File: config.mk
export PLATFORM = sky130hd
export DESIGN_NAME = rx_port_status_monitor
export DESIGN_NICKNAME = d
export VERILOG_FILES = /design/src/pkg/rx_mon_pkg.sv /design/src/rtl/rx_freq_meter.sv /design/src/rtl/rx_port_status_monitor.sv
export VERILOG_INCLUDE_DIRS = /design/src /design/src/pkg
export SDC_FILE = /design/constraint.sdc
export NUM_CORES = 1
export LEC_CHECK = 0
export ABC_AREA = 1
export BUFFER_PORTS_ARGS = -buffer_cell sky130_fd_sc_hd__buf_4
export CAP_MARGIN = 0
export CORE_MARGIN = 2
export CORE_UTILIZATION = 55
export CTS_BUF_LIST = sky130_fd_sc_hd__clkbuf_16
export CTS_CLUSTER_DIAMETER = 100
export DETAILED_ROUTE_END_ITERATION = 7
export PLACE_DENSITY = 0.76
export SYNTH_ARGS = -nofsm -noshare
export SYNTH_HDL_FRONTEND = slang
export SYNTH_SLANG_ARGS = --single-unit
File: constraint.sdc
create_clock -name i_clk -period 4.5 [get_ports i_clk]
set_clock_uncertainty 0.15 [all_clocks]
set_input_delay 0.45 -clock i_clk [delete_from_list [all_inputs] [get_ports i_clk]]
set_output_delay 0.45 -clock i_clk [all_outputs]
set_load 0.02 [all_outputs]
File: src/pkg/rx_mon_cfg.svh
/*
  constants of the receive-port status monitor: offsets, bits, resets, timing.
  assumes byte-wide registers behind the device's serial control target.
*/
// How it works
// RULE_01 - latch lock change and control-channel errors, clear-on-read
// RULE_02 - sixteen-bit parity counter, high and low bytes
// RULE_03 - parity flag once count reaches threshold
// RULE_04 - counter read clears counter and parity flag
// RULE_05 - lock loss clears parity counter by default
// RULE_06 - host disables parity checking before counter read; the bench also reads the counter with parity checking enabled
// RULE_07 - encoder error latched at status two bit five
// RULE_08 - encoder error needs counting with threshold above one
// RULE_09 - encoder error flag clears when read
// RULE_10 - crc-failed packets never update link information while crc disable is clear
// RULE_11 - host clears crc disable, sets crc capable
// RULE_12 - status two bits report stable and fault
// RULE_13 - cable fault below programmed low frequency
// RULE_14 - frequency change beyond margin drops stable
// RULE_15 - frequency measured continuously, refreshed under 1 ms
// RULE_16 - lines counted per frame, packet or raw
// RULE_17 - last frame line count, high byte first
// RULE_18 - line count frozen at interrupt until read
// RULE_19 - line length in bytes, last line wins
// RULE_20 - line length held at interrupt until read
// RULE_21 - four sensor registers; edge reads clear event
// RULE_22 - host enables monitor driver through indirect writes
// RULE_23 - host restores defaults or resets to disable
// RULE_24 - live lock bit at status one bit zero
// RULE_25 - event coinciding with clearing read survives; a line or frame end during a hold-releasing read is dropped
// RULE_26 - every counter and flag kept per port
`ifndef RX_MON_CFG_SVH
`define RX_MON_CFG_SVH

`define RX_PORTS 2

`define OFF_GEN_CFG 8'h02
`define OFF_CAP 8'h4a
`define OFF_PORT_SEL 8'h4c
`define OFF_STS1 8'h4d
`define OFF_STS2 8'h4e
`define OFF_SENS_FIRST 8'h51
`define OFF_SENS_LAST 8'h54
`define OFF_PAR_HI 8'h55
`define OFF_PAR_LO 8'h56
`define OFF_DP_CTL 8'h59
`define OFF_SER_ID 8'h5b
`define OFF_LCNT_HI 8'h73
`define OFF_LCNT_LO 8'h74
`define OFF_LLEN_HI 8'h75
`define OFF_LLEN_LO 8'h76
`define OFF_FDET 8'h77
`define OFF_FREQ_HI 8'h78
`define OFF_FREQ_LO 8'h79
`define OFF_CRC_CTL 8'h8a
`define OFF_ERR_CTL 8'he0
`define OFF_PAR_THR 8'he1
`define OFF_LINE_CTL 8'he2
`define OFF_RISE 8'he3
`define OFF_FALL 8'he4

`define GEN_PAR_EN_BIT 1
`define CAP_CRC_BIT 4
`define CRC_DIS_BIT 7
`define ERR_EN_BIT 7
`define ERR_KEEP_BIT 6
`define LCTL_CNT_IRQ_BIT 0
`define LCTL_LEN_IRQ_BIT 1
`define LCTL_RAW_BIT 7
`define S1_LOCK_BIT 0
`define S1_PAR_BIT 1
`define S1_LCHG_BIT 2
`define S1_CRC_BIT 3
`define S1_SEQ_BIT 4
`define S2_ENC_BIT 5
`define S2_STABLE_BIT 2
`define S2_FAULT_BIT 1

`define GEN_CFG_RST 8'h02
`define CAP_RST 8'h00
`define CRC_CTL_RST 8'h80
`define ERR_CTL_RST 8'h00
`define PAR_THR_RST 8'h01
`define LINE_CTL_RST 8'h00
`define FDET_RST 8'h21

`define CLK_PERIOD_NS 4
`define FREQ_WIN_NS 1000
`define FREQ_WIN_CYC ((`FREQ_WIN_NS) / (`CLK_PERIOD_NS))

`endif

File: src/pkg/rx_mon_pkg.sv
/*
  state types of the receive-port status monitor.
  assumes rx_mon_cfg.svh is included before this package.
*/
`default_nettype none
`include "rx_mon_cfg.svh"
package rx_mon_pkg;

  typedef struct packed {
    logic lock_q;
    logic lock_chg;
    logic crc_err;
    logic seq_err;
    logic par_flag;
    logic [15:0] par_cnt;
    logic [7:0] par_lo_shadow;
    logic enc_err;
    logic [7:0] dp_ctl;
    logic [7:0] ser_id;
    logic [31:0] sensor;
    logic [7:0] rise;
    logic [7:0] fall;
    logic lv_q;
    logic [15:0] line_run;
    logic [15:0] len_run;
    logic [15:0] line_cnt;
    logic cnt_hold;
    logic [15:0] bytes_per_line;
    logic len_hold;
  } port_state_t;

  typedef struct packed {
    port_state_t [`RX_PORTS-1:0] port;
    logic [7:0] gen_cfg;
    logic [7:0] cap;
    logic [7:0] crc_ctl;
    logic [7:0] err_ctl;
    logic [7:0] par_thr;
    logic [7:0] line_ctl;
    logic [7:0] fdet;
    logic port_sel;
    logic [7:0] rdata;
    logic rvalid;
  } mon_state_t;

  typedef struct packed {
    logic [15:0] win_cnt;
    logic [15:0] tick_cnt;
    logic [15:0] freq;
    logic have_freq;
    logic stable;
    logic fault;
  } meter_state_t;

endpackage
`default_nettype wire

File: src/rtl/rx_freq_meter.sv
/*
  per-port input frequency meter with stability and cable-fault flags.
  assumes i_tick is one synchronous pulse per input-clock cycle after the
  front-end divider, so a window of one microsecond yields MHz.
*/
`timescale 1ns/1ps
`default_nettype none
`include "rx_mon_cfg.svh"
module rx_freq_meter #(
  parameter int WIN_CYC = `FREQ_WIN_CYC
) (
  input wire logic i_clk, // core clock
  input wire logic i_rst_b, // synchronous reset, active low
  input wire logic i_tick, // divided input-clock pulse
  input wire logic [7:0] i_low_limit, // cable-fault limit, MHz
  input wire logic [7:0] i_margin, // change margin, MHz
  output logic [15:0] o_freq, // last measured frequency
  output logic o_stable, // frequency stable
  output logic o_fault // no or too low input clock
);
  localparam logic [15:0] WIN_LAST = 16'(WIN_CYC - 1);

  rx_mon_pkg::meter_state_t s_reg;
  rx_mon_pkg::meter_state_t s_next;
  logic [15:0] cnt;
  logic [15:0] diff;

  always_comb
  begin
    s_next = s_reg;
    cnt = s_reg.tick_cnt + {15'h0000, i_tick};
    diff = (cnt > s_reg.freq) ? cnt - s_reg.freq : s_reg.freq - cnt;
    s_next.win_cnt = s_reg.win_cnt + 16'h0001;
    s_next.tick_cnt = cnt;
    // window well under 1 ms keeps the readback fresh
    if (s_reg.win_cnt == WIN_LAST) // RULE_15
    begin
      s_next.win_cnt = 16'h0000;
      s_next.tick_cnt = 16'h0000;
      s_next.freq = cnt;
      s_next.have_freq = 1'b1;
      s_next.fault = cnt < {8'h00, i_low_limit}; // RULE_13
      // first window after reset has no reference, so it counts as stable
      s_next.stable = !s_reg.have_freq || (diff <= {8'h00, i_margin}); // RULE_14
    end
  end

  always_ff @(posedge i_clk)
  begin
    if (!i_rst_b)
    begin
      s_reg <= '0;
    end
    else
    begin
      s_reg <= s_next;
    end
  end

  assign o_freq = s_reg.freq;
  assign o_stable = s_reg.stable;
  assign o_fault = s_reg.fault;
endmodule
`default_nettype wire

File: src/rtl/rx_port_status_monitor.sv
/*
  two-port receive status monitor: error flags, parity counters, frequency,
  line count, line length and remote sensor status, behind byte registers.
  assumes the serial control target delivers one-cycle read and write
  strobes with address and data; read data follows one cycle later.
*/
`timescale 1ns/1ps
`default_nettype none
`include "rx_mon_cfg.svh"
module rx_port_status_monitor #(
  parameter int FREQ_WIN = `FREQ_WIN_CYC
) (
  input wire logic i_clk, // core clock, 250 MHz
  input wire logic i_rst_b, // synchronous reset, active low
  input wire logic i_reg_wr, // register write strobe
  input wire logic i_reg_rd, // register read strobe
  input wire logic [7:0] i_reg_addr, // register offset
  input wire logic [7:0] i_reg_wdata, // write data
  output logic [7:0] o_reg_rdata, // read data
  output logic o_reg_rvalid, // read data valid pulse
  input wire logic [1:0] i_locked, // receiver lock per port
  input wire logic [1:0] i_ctrl_crc_err, // control channel crc error pulse
  input wire logic [1:0] i_ctrl_seq_err, // control channel sequence error
  input wire logic [1:0] i_parity_err, // decoded parity error pulse
  input wire logic [1:0] i_enc_err, // encoding or sequence error pulse
  input wire logic [1:0] i_info_upd, // link information packet received
  input wire logic [1:0] i_info_crc_bad, // that packet failed its crc
  input wire logic [15:0] i_info_dp_ctl, // datapath control byte per port
  input wire logic [15:0] i_info_ser_id, // serializer identity per port
  input wire logic [63:0] i_info_sensor, // four sensor bytes per port
  input wire logic [1:0] i_freq_tick, // divided input clock pulse
  input wire logic [1:0] i_line_valid, // raw mode line valid
  input wire logic [1:0] i_byte_valid, // raw mode byte strobe
  input wire logic [1:0] i_long_pkt, // packet mode long packet end
  input wire logic [31:0] i_pkt_len, // long packet length in bytes
  input wire logic [1:0] i_frame_end // end of frame pulse
);
  rx_mon_pkg::mon_state_t s_reg;
  rx_mon_pkg::mon_state_t s_next;
  logic [15:0] freq [`RX_PORTS];
  logic [`RX_PORTS-1:0] stable;
  logic [`RX_PORTS-1:0] fault;

  genvar g;
  generate
    for (g = 0; g < `RX_PORTS; g++)
    begin : g_meter
      rx_freq_meter #(
        .WIN_CYC(FREQ_WIN)
      ) u_meter (
        .i_clk(i_clk),
        .i_rst_b(i_rst_b),
        .i_tick(i_freq_tick[g]),
        .i_low_limit({4'h0, s_reg.fdet[3:0]}),
        .i_margin({4'h0, s_reg.fdet[7:4]}),
        .o_freq(freq[g]),
        .o_stable(stable[g]),
        .o_fault(fault[g])
      );
    end
  endgenerate

  function automatic logic hit(input logic strobe, input logic [7:0] off);
    hit = strobe && (i_reg_addr == off);
  endfunction

  rx_mon_pkg::port_state_t ps;
  logic sel;
  logic mine;
  logic crc_check;
  logic enc_ok;
  logic lost;
  logic line_end;
  logic [15:0] new_len;
  logic [7:0] sens_old;
  logic [7:0] sens_new;
  logic [7:0] rd;
  logic [1:0] sens_idx;

  always_comb
  begin
    s_next = s_reg;
    ps = s_reg.port[s_reg.port_sel];
    sel = s_reg.port_sel;
    mine = 1'b0;
    lost = 1'b0;
    line_end = 1'b0;
    new_len = 16'h0000;
    sens_old = 8'h00;
    sens_new = 8'h00;
    rd = 8'h00;
    // two-bit wrap maps offset 0x54 onto byte three, not off the vector
    sens_idx = i_reg_addr[1:0] - 2'h1;
    s_next.rvalid = i_reg_rd;
    crc_check = !s_reg.crc_ctl[`CRC_DIS_BIT]; // RULE_11
    enc_ok = s_reg.err_ctl[`ERR_EN_BIT] && (s_reg.err_ctl[3:0] > 4'h1); // RULE_08

    // read mux for the selected port
    if (i_reg_addr >= `OFF_SENS_FIRST && i_reg_addr <= `OFF_SENS_LAST)
    begin
      rd = ps.sensor[8 * sens_idx +: 8]; // RULE_21
    end
    else
    begin
      case (i_reg_addr)
        `OFF_GEN_CFG: rd = s_reg.gen_cfg;
        `OFF_CAP: rd = s_reg.cap;
        `OFF_PORT_SEL: rd = {7'h00, s_reg.port_sel};
        `OFF_STS1: rd = {3'h0, ps.seq_err, ps.crc_err, ps.lock_chg, ps.par_flag,
                         i_locked[sel]}; // RULE_24
        `OFF_STS2: rd = {2'h0, ps.enc_err, 2'h0, stable[sel], fault[sel], 1'b0}; // RULE_12
        `OFF_PAR_HI: rd = ps.par_cnt[15:8]; // RULE_02
        `OFF_PAR_LO: rd = ps.par_lo_shadow; // RULE_02
        `OFF_DP_CTL: rd = ps.dp_ctl;
        `OFF_SER_ID: rd = ps.ser_id;
        `OFF_LCNT_HI: rd = ps.line_cnt[15:8]; // RULE_17
        `OFF_LCNT_LO: rd = ps.line_cnt[7:0]; // RULE_17
        `OFF_LLEN_HI: rd = ps.bytes_per_line[15:8]; // RULE_19
        `OFF_LLEN_LO: rd = ps.bytes_per_line[7:0]; // RULE_19
        `OFF_FDET: rd = s_reg.fdet;
        `OFF_FREQ_HI: rd = freq[sel][15:8]; // RULE_15
        `OFF_FREQ_LO: rd = freq[sel][7:0]; // RULE_15
        `OFF_CRC_CTL: rd = s_reg.crc_ctl;
        `OFF_ERR_CTL: rd = s_reg.err_ctl;
        `OFF_PAR_THR: rd = s_reg.par_thr;
        `OFF_LINE_CTL: rd = s_reg.line_ctl;
        `OFF_RISE: rd = ps.rise;
        `OFF_FALL: rd = ps.fall;
        default: rd = 8'h00;
      endcase
    end
    if (i_reg_rd)
    begin
      s_next.rdata = rd;
    end

    if (i_reg_wr)
    begin
      case (i_reg_addr)
        `OFF_GEN_CFG: s_next.gen_cfg = i_reg_wdata;
        `OFF_CAP: s_next.cap = i_reg_wdata;
        `OFF_PORT_SEL: s_next.port_sel = i_reg_wdata[0];
        `OFF_FDET: s_next.fdet = i_reg_wdata;
        `OFF_CRC_CTL: s_next.crc_ctl = i_reg_wdata;
        `OFF_ERR_CTL: s_next.err_ctl = i_reg_wdata;
        `OFF_PAR_THR: s_next.par_thr = i_reg_wdata;
        `OFF_LINE_CTL: s_next.line_ctl = i_reg_wdata;
        default: s_next.rdata = s_reg.rdata;
      endcase
    end

    // every port keeps its own copy; clears come first so events win, but a line or frame end while a hold is read away is lost
    for (int i = 0; i < `RX_PORTS; i++) // RULE_26
    begin
      mine = i_reg_rd && (s_reg.port_sel == i[0]);
      lost = s_reg.port[i].lock_q && !i_locked[i];
      s_next.port[i].lock_q = i_locked[i];

      if (hit(mine, `OFF_STS1)) // RULE_01
      begin
        s_next.port[i].lock_chg = 1'b0;
        s_next.port[i].crc_err = 1'b0;
        s_next.port[i].seq_err = 1'b0;
      end
      if (i_locked[i] != s_reg.port[i].lock_q) // RULE_25
      begin
        s_next.port[i].lock_chg = 1'b1; // RULE_01
      end
      if (i_ctrl_crc_err[i])
      begin
        s_next.port[i].crc_err = 1'b1; // RULE_01
      end
      if (i_ctrl_seq_err[i])
      begin
        s_next.port[i].seq_err = 1'b1; // RULE_01
      end

      // high byte read snapshots the low byte so the pair stays coherent
      if (hit(mine, `OFF_PAR_HI))
      begin
        s_next.port[i].par_lo_shadow = s_reg.port[i].par_cnt[7:0];
      end
      if (hit(mine, `OFF_PAR_HI) || (lost && !s_reg.err_ctl[`ERR_KEEP_BIT])) // RULE_05
      begin
        s_next.port[i].par_cnt = 16'h0000; // RULE_04
        s_next.port[i].par_flag = 1'b0; // RULE_04
      end
      if (i_parity_err[i] && s_reg.gen_cfg[`GEN_PAR_EN_BIT]) // RULE_25
      begin
        if (s_next.port[i].par_cnt != 16'hffff)
        begin
          s_next.port[i].par_cnt = s_next.port[i].par_cnt + 16'h0001; // RULE_02
        end
        if (s_next.port[i].par_cnt >= {8'h00, s_reg.par_thr})
        begin
          s_next.port[i].par_flag = 1'b1; // RULE_03
        end
      end

      if (hit(mine, `OFF_STS2))
      begin
        s_next.port[i].enc_err = 1'b0; // RULE_09
      end
      // with counting off or a threshold of one or less, nothing is latched
      if (i_enc_err[i] && enc_ok) // RULE_08
      begin
        s_next.port[i].enc_err = 1'b1; // RULE_07
      end

      if (hit(mine, `OFF_RISE))
      begin
        s_next.port[i].rise = 8'h00; // RULE_21
      end
      if (hit(mine, `OFF_FALL))
      begin
        s_next.port[i].fall = 8'h00; // RULE_21
      end
      if (i_info_upd[i] && !(crc_check && i_info_crc_bad[i])) // RULE_10
      begin
        s_next.port[i].dp_ctl = i_info_dp_ctl[8 * i +: 8];
        s_next.port[i].ser_id = i_info_ser_id[8 * i +: 8];
        s_next.port[i].sensor = i_info_sensor[32 * i +: 32]; // RULE_21
        sens_old = s_reg.port[i].sensor[7:0];
        sens_new = i_info_sensor[32 * i +: 8];
        s_next.port[i].rise = s_next.port[i].rise | (sens_new & ~sens_old);
        s_next.port[i].fall = s_next.port[i].fall | (sens_old & ~sens_new);
      end

      // line detection: raw mode uses line valid, packet mode long packets
      s_next.port[i].lv_q = i_line_valid[i];
      line_end = 1'b0;
      new_len = s_reg.port[i].len_run;
      if (s_reg.line_ctl[`LCTL_RAW_BIT])
      begin
        if (i_line_valid[i] && !s_reg.port[i].lv_q)
        begin
          s_next.port[i].line_run = s_reg.port[i].line_run + 16'h0001; // RULE_16
          s_next.port[i].len_run = {15'h0000, i_byte_valid[i]};
        end
        else if (i_line_valid[i] && i_byte_valid[i])
        begin
          s_next.port[i].len_run = s_reg.port[i].len_run + 16'h0001; // RULE_19
        end
        line_end = s_reg.port[i].lv_q && !i_line_valid[i];
      end
      else if (i_long_pkt[i])
      begin
        s_next.port[i].line_run = s_reg.port[i].line_run + 16'h0001; // RULE_16
        new_len = i_pkt_len[16 * i +: 16];
        line_end = 1'b1;
      end

      if (hit(mine, `OFF_LLEN_LO))
      begin
        s_next.port[i].len_hold = 1'b0; // RULE_20
      end
      // each finished line overwrites unless a length hold is set, so without one the last line of a frame remains
      if (line_end && !s_reg.port[i].len_hold) // RULE_19
      begin
        s_next.port[i].bytes_per_line = new_len;
        if (s_reg.line_ctl[`LCTL_LEN_IRQ_BIT] && new_len != s_reg.port[i].bytes_per_line)
        begin
          s_next.port[i].len_hold = 1'b1; // RULE_20
        end
      end

      if (hit(mine, `OFF_LCNT_LO))
      begin
        s_next.port[i].cnt_hold = 1'b0; // RULE_18
      end
      if (i_frame_end[i])
      begin
        s_next.port[i].line_run = 16'h0000;
        if (!s_reg.port[i].cnt_hold)
        begin
          s_next.port[i].line_cnt = s_reg.port[i].line_run; // RULE_17
          if (s_reg.line_ctl[`LCTL_CNT_IRQ_BIT] &&
              s_reg.port[i].line_run != s_reg.port[i].line_cnt)
          begin
            s_next.port[i].cnt_hold = 1'b1; // RULE_18
          end
        end
      end
    end
  end

  always_ff @(posedge i_clk)
  begin
    if (!i_rst_b)
    begin
      s_reg <= '0;
      s_reg.gen_cfg <= `GEN_CFG_RST;
      s_reg.cap <= `CAP_RST;
      s_reg.crc_ctl <= `CRC_CTL_RST;
      s_reg.err_ctl <= `ERR_CTL_RST;
      s_reg.par_thr <= `PAR_THR_RST;
      s_reg.line_ctl <= `LINE_CTL_RST;
      s_reg.fdet <= `FDET_RST;
    end
    else
    begin
      s_reg <= s_next;
    end
  end

  assign o_reg_rdata = s_reg.rdata;
  assign o_reg_rvalid = s_reg.rvalid;
endmodule
`default_nettype wire

# Word-level counts from Yosys, hierarchy flattened
# Index checks and enable logic that the tools add are counted.
[word_totals]
regBits = 490
latch_bits = 0
ramBits = 0
rom_bits = 0
in_bits = 172
out_inout_bits = 9
word_cells = 312
memories = 0
[classes]
addsub = 15
mul = 0
div = 0
magnitude_cmp = 13
eq_ne = 35
shift = 1
n_mux = 78
bitwise_logic = 17
reduce_logical = 91
[op_table]
columns = ["cell", "count"]
rows = [
  ["16-bit 2-to-1 mux", 25],
  ["160-bit 2-to-1 mux", 2],
  ["8-bit one-hot mux with 22 select lines", 1],
  ["16-bit by 1-bit adder with 16-bit output, second input constant", 8],
  ["8-bit by 7-bit == test with 1-bit output, second input constant", 15],
  ["17-bit 2-to-1 mux", 4],
  ["8-bit 2-to-1 mux", 8],
  ["16-bit != test", 4],
  ["16-bit subtractor", 4],
  ["8-bit == test, second input constant", 6],
  ["1-bit logical AND", 42],
  ["1-bit 2-to-1 mux", 36],
  ["16-bit by 1-bit adder with 16-bit output", 2],
  ["8-bit AND", 4],
  ["16-bit by 8-bit == test with 1-bit output, second input constant", 2],
  ["16-bit by 8-bit greater-or-equal comparator with 1-bit output", 2],
  ["16-bit > comparator", 2],
  ["16-bit by 4-bit less-or-equal comparator with 1-bit output", 2],
  ["16-bit by 4-bit less-than comparator with 1-bit output", 2],
  ["16-bit != test, second input constant", 2],
  ["8-bit NOT", 4],
  ["8-bit OR", 4],
  ["32-bit by 6-bit indexed part select with 8-bit output", 1],
  ["2-bit AND reduction", 14],
  ["18 further kinds", 54],
]

# Depth between registers and ports, before layout
[logic_depth]
depth_word = 11
mapped_depth = 37
depth_no_buf = 36

# Cells and area by module
# A second synthesis with hierarchy kept.
[unflattened]
hier_cells = 4407
area_unflattened_um2 = 29248.1
[by_module_without_submodules]
columns = ["mod", "n_inst", "cells_each", "area_per_inst_um2", "seq_area_each_um2"]
rows = [
  ["rx_port_status_monitor", 1, 2924, 20069.2, 7767.4],
  ["rx_freq_meter (g_meter[1].u_meter)", 1, 749, 4634.4, 1021.0],
  ["rx_freq_meter (g_meter[0].u_meter)", 1, 734, 4544.4, 1021.0],
]

# Worst setup path before layout
# No wires, ideal clock.
[synth_path]
kind = "input to register"
start = "in i_freq_tick[0]"
end = "reg g_meter[0].u_meter.s_reg, in the netlist g_meter[0].u_meter.o_stable"
setup_time_ps = 66
arrival_time_ps = 4413
t_required_ps = 4284
path_slack_ps = -129
path_stages = 31
path_buffers = 2
cell_sequence = "ha_1 ha_1 nand3_1 nor2_1 nand3_1 nor3_2 nand3_1 nor2_1 xor2_2 inv_1 ha_1 buf_2 inv_1 nor4_4 nand2_1 nand2_2 nand2_2 buf_2 o21ai_0 xor2_1 inv_1 ha_1 a21oi_1 o21ai_0 o21ai_0 nand2_1 nor2_1 nand2_1 nor2_1 nand2_1 a21oi_2"
[synth_via]
elab_chain_len = 5
word_cells_on_any_way = 7
cone_classes = "3 x add/sub; 2 x order compare; 1 x mux; 1 x reduce/logical"
[synth_rtl]
columns = ["item", "line", "text"]
rows = [
  ["start, declared", "rx_port_status_monitor.sv:31", "input wire logic [1:0] i_freq_tick,"],
  ["16-bit by 1-bit adder with 16-bit output (*)", "rx_freq_meter.sv:31", "cnt = s_reg.tick_cnt + {15'h0000, i_tick};"],
  ["net g_meter[0].u_meter.cnt[14]", "rx_freq_meter.sv:25", "logic [15:0] cnt;"],
  ["16-bit subtractor or 16-bit > comparator (tied branches)", "rx_freq_meter.sv:32", "diff = (cnt > s_reg.freq) ? cnt - s_reg.freq : s_reg.freq - cnt;"],
  ["16-bit 2-to-1 mux (*)", "rx_freq_meter.sv:32", ""],
  ["16-bit by 4-bit less-or-equal comparator with 1-bit output (*)", "rx_freq_meter.sv:44", "s_next.stable = !s_reg.have_freq || (diff <= {8'h00, i_margin});"],
  ["1-bit logical OR (*)", "rx_freq_meter.sv:44", ""],
  ["end signal, assigned", "rx_freq_meter.sv:56", "s_reg <= s_next;"],
  ["end, declared", "rx_freq_meter.sv:23", "rx_mon_pkg::meter_state_t s_reg;"],
]
# The timed path passes the listed nets; every way through them passes the cells marked *.
# A chain may end at the register's enable or synchronous reset.

# Worst setup path after layout
[layout_path]
start = "reg g_meter[0].u_meter.s_reg[19] in the netlist's numbering"
end = "reg g_meter[0].u_meter.s_reg, in the netlist g_meter[0].u_meter.o_stable"
[layout_via]
elab_chain_len = 5
word_cells_on_any_way = 7
cone_classes = "3 x add/sub; 2 x order compare; 1 x mux; 1 x reduce/logical"
[layout_rtl]
columns = ["item", "line"]
rows = [
  ["16-bit by 1-bit adder with 16-bit output (*)", "rx_freq_meter.sv:31"],
  ["net g_meter[0].u_meter.cnt[14]", "rx_freq_meter.sv:25"],
  ["16-bit subtractor or 16-bit > comparator (tied branches)", "rx_freq_meter.sv:32"],
  ["16-bit 2-to-1 mux (*)", "rx_freq_meter.sv:32"],
  ["16-bit by 4-bit less-or-equal comparator with 1-bit output (*)", "rx_freq_meter.sv:44"],
  ["1-bit logical OR (*)", "rx_freq_meter.sv:44"],
]
# Marked as above.

==> run_summary.xml <==
<?xml version="1.0" encoding="UTF-8"?>
<metrics>
  <group name="worst_setup_path">
    <metric name="required" unit="ns">4.87</metric>
    <metric name="path_common_cell" unit="">nand2_1</metric>
    <metric name="setup.worst_path.end_class" unit="">flip-flop</metric>
    <metric name="path_class" unit="">flip-flop to flip-flop</metric>
    <metric name="cp_slowest_stage_delay" unit="ns">0.34</metric>
    <metric name="timing.critical_path.fanout_max" unit="">6</metric>
    <metric name="critical-path-slowest-cell" unit="">dfxtp_2</metric>
    <metric name="type_of_origin_of_the_critical_path" unit="">flip-flop</metric>
    <metric name="worst_ep_arrival_time" unit="ns">4.58</metric>
  </group>
  <group name="synthesis">
    <metric name="synth-edff-count" unit="">0</metric>
    <metric name="postSynth.topFlopCell" unit="">dfxtp_1</metric>
    <metric name="synth_nets" unit="">4433</metric>
    <metric name="post_synth_inst_count" unit="">4144</metric>
    <metric name="post_synth_num_cell_types" unit="">64</metric>
    <metric name="synth_async_sr_flop_share" unit="%">0</metric>
    <metric name="synth_seq_area_share" unit="%">35.0</metric>
    <metric name="yosys_register_bits" unit="">490</metric>
    <metric name="synth_area_per_cell" unit="um^2">6.76</metric>
    <metric name="netlist_area" unit="um^2">28000</metric>
    <metric name="yosysWarnings" unit="">0</metric>
  </group>
  <group name="clocking">
    <metric name="cts_tree" unit="">done</metric>
    <metric name="number_of_buffers_created_by_cts" unit="">54</metric>
    <metric name="cts.root.buffer_cell" unit="">clkbuf_16</metric>
    <metric name="clkLatencyLatePin" unit="ns">0.61</metric>
    <metric name="path_clk_slew" unit="ns">0.07</metric>
    <metric name="cts_num_sinks" unit="">490</metric>
    <metric name="clock_tree.htree_level_count" unit="">2</metric>
    <metric name="cts_buffer_depth" unit="">3</metric>
  </group>
  <group name="drt">
    <metric name="totalWireLength" unit="mm">91.6</metric>
    <metric name="drt_pass1_iterations" unit="">8</metric>
    <metric name="routed-via-count" unit="">29100</metric>
    <metric name="wire_per_inst" unit="um">17.7</metric>
    <metric name="detail_route.drc_violations" unit="">0</metric>
    <metric name="drt_iter0_markers" unit="">2858</metric>
    <metric name="route.detailed.vias_per_inst" unit="">5.64</metric>
    <metric name="ant_nets" unit="">0</metric>
  </group>
  <group name="power_and_ir_drop">
    <metric name="power" unit="mW">10.8</metric>
    <metric name="total_leakage_power" unit="nW">14.8</metric>
    <metric name="power_per_cell_area" unit="nW/um^2">320</metric>
    <metric name="worst_ir_drop_vdd" unit="V">0.000289</metric>
  </group>
  <group name="placed_design">
    <metric name="port_buffers" unit="">180</metric>
    <metric name="dp_worst_setup_slack" unit="ns">-0.245</metric>
    <metric name="gp_congestion" unit="">1.04</metric>
    <metric name="hpwl" unit="mm">66.2</metric>
    <metric name="placed_area" unit="um^2">30400</metric>
  </group>
  <group name="die">
    <metric name="die_w" unit="um">230</metric>
    <metric name="io-pin-count" unit="">181</metric>
    <metric name="die_h" unit="um">230</metric>
    <metric name="dieArea" unit="um^2">52800</metric>
    <metric name="core_region_area" unit="um^2">50300</metric>
    <metric name="initial_utilization" unit="%">55.8</metric>
    <metric name="floorplan.rows" unit="">82</metric>
  </group>
  <group name="timing">
    <metric name="setup_viol" unit="">0</metric>
    <metric name="worstMarginPinSlew" unit="ns">1.26</metric>
    <metric name="worst_slack" unit="ns">0.292</metric>
    <metric name="fin_hold_ws" unit="ns">0.0197</metric>
    <metric name="timing.final.hold_violations" unit="">0</metric>
    <metric name="timing.final.crit_share" unit="%">93.5</metric>
    <metric name="slew_headroom" unit="%">15.2</metric>
    <metric name="final_period_demand_of_the_worst_path" unit="ns">4.21</metric>
    <metric name="fmax" unit="MHz">238</metric>
    <metric name="slew_limit_fails" unit="">0</metric>
  </group>
  <group name="global_routing">
    <metric name="gr-total-overflow" unit="">0</metric>
    <metric name="maximum_number_of_pins_on_one_net_before_global_route_repair" unit="">140</metric>
    <metric name="number_of_global_route_vias_before_repair" unit="">26500</metric>
    <metric name="groute.usage.overall" unit="%">33.3</metric>
    <metric name="antenna_found_initial" unit="">10</metric>
    <metric name="grt_first_pass_wirelength" unit="mm">142</metric>
  </group>
  <group name="cells_and_area">
    <metric name="drive_above_1_share" unit="%">11.8</metric>
    <metric name="mostFrequentLayoutCell" unit="">nand2_1</metric>
    <metric name="final_nets" unit="">4727</metric>
    <metric name="largest_register_ffs" unit="">378</metric>
    <metric name="finalCoreUtilization" unit="%">66.8</metric>
    <metric name="synthToLayoutAreaGrowth" unit="%">19.9</metric>
    <metric name="final_design_area_no_fill" unit="um^2">33600</metric>
    <metric name="layout.cells.most_common_list" unit="">nand2_1, inv_1, nor2_1</metric>
  </group>
  <group name="hold_path">
    <metric name="min-delay-path-class" unit="">primary input to flip-flop</metric>
  </group>
  <group name="job">
    <metric name="drv.max_cap_violation_count" unit="">0</metric>
  </group>
  <group name="outcome">
    <metric name="outcome" unit="">completed</metric>
  </group>
</metrics>
## critical path, delay by kind of cell (launching register included)
| family | cells | cell delay (ns) |
|---|---|---|
| XOR/XNOR | 2 | 0.33 |
| AO/OA/AOI/OAI | 3 | 0.43 |
| adder cells (fa/ha/maj) | 4 | 0.88 |
| buffers and inverters | 3 | 0.23 |
| flip-flops | 1 | 0.34 |
| AND/OR/NAND/NOR | 16 | 1.74 |
## Yosys cell counts (4+ instances only)
cell type  instances  area [um^2]
xnor2_1           31          272
buf_4              9         67.6
nand3b_1           9         67.6
nor2_2            15         93.8
nor2_1           507         1900
a21oi_1          394         1970
o21ai_1            8         40.0
clkbuf_1         119          447
clkinv_1           5         18.8
ha_1             113         1410
buf_6              5         56.3
buf_2             18         90.1
nand3_1          179          896
xor2_1            78          683
o211ai_1          15          113
a221oi_1          15          131
dfxtp_1          490         9810
inv_1            517         1940
nand2_1          790         2970
a21oi_2            4         35.0
nor3_2            15          150
nor3b_1           10         75.1
o22ai_1           53          332
inv_2             13         48.8
o21ai_2            4         35.0
or2_2             14         87.6
mux2i_1            4         40.0
nand4_1           68          425
a2111oi_0          4         35.0
nor3_1            60          300
nor2_4             8         90.1
o21a_1             8         60.1
a21o_1            10         75.1
nor4_1            29          181
a211oi_1          41          308
a22o_1             6         52.6
fa_1               4         80.1
nand2_2           19          119
buf_1              5         18.8
o21ai_0          386         1930
o21bai_1          12         90.1
nand3_2            4         40.0
a31oi_1            9         56.3
## layout make-up
type | instances | area, um^2
Fill cell | 4444 | 16700
Multi-Input combinational cell | 2961 | 15800
Sequential cell | 490 | 9820
Timing Repair Buffer | 395 | 3240
Inverter | 536 | 2020
Clock buffer | 55 | 1380
Tap cell | 672 | 841
Clock inverter | 45 | 478
Antenna cell | 7 | 17.5
## stage by stage
stage / cells / setup TNS, ns
finish: 5161 / 0
global placement: 4941 / -0.123
floorplan: 4144 / 0
global route: 5159 / -0.00446
detailed placement: 4941 / -0.245
CTS: 5146 / 0
## final timing paths
kind | startpoint | endpoint | slack [ns] | cells past startpoint
setup reg to reg | g_meter[0].u_meter.s_reg[19] | g_meter[0].u_meter.o_stable | 0.29 | 28
hold / removal | i_byte_valid[0] | s_reg[100] | 0.02 | 3
setup / recovery | g_meter[0].u_meter.s_reg[19] | g_meter[0].u_meter.o_stable | 0.29 | 28
hold reg to reg | s_reg[324] | s_reg[324] | 0.29 | 2
## power breakdown
part | leakage [nW] | switching [mW] | internal (mW)
clock | 0.933 | 1.92 | 2.74
sequential | 4.00 | 0.116 | 4.49
combinational | 9.90 | 0.882 | 0.604
## routing by layer
layer	part of all wire, %	vias up	routed length [um]	track usage [%]
li1	-	14300	-	-
met1	42	13300	38500	44.2
met2	45	1320	41300	53.7
met3	8.9	225	8110	5.82
met4	4.0	6	3620	13.6
met5	0.044	-	40	0
## repair_timing
action	in CTS	in global routing
endpoints found under the hold margin	123	0
gates resized for setup	4	45
hold buffers	105	0
pin swaps	0	21
endpoints found under the setup margin	1	2
setup buffers	0	8
gates cloned	0	0
## cells by family after synthesis
group           count (synthesis)  share of synthesized area, %
buf+inv                       693                          9.63
flops                         490                          35.0
fa+ha+maj                     117                          5.33
simple gates                 1741                          27.0
compound gates                986                          19.3
mux                             7                         0.263
xor+xnor                      110                          3.46
No activity file was read; power rests on OpenSTA's default activity.
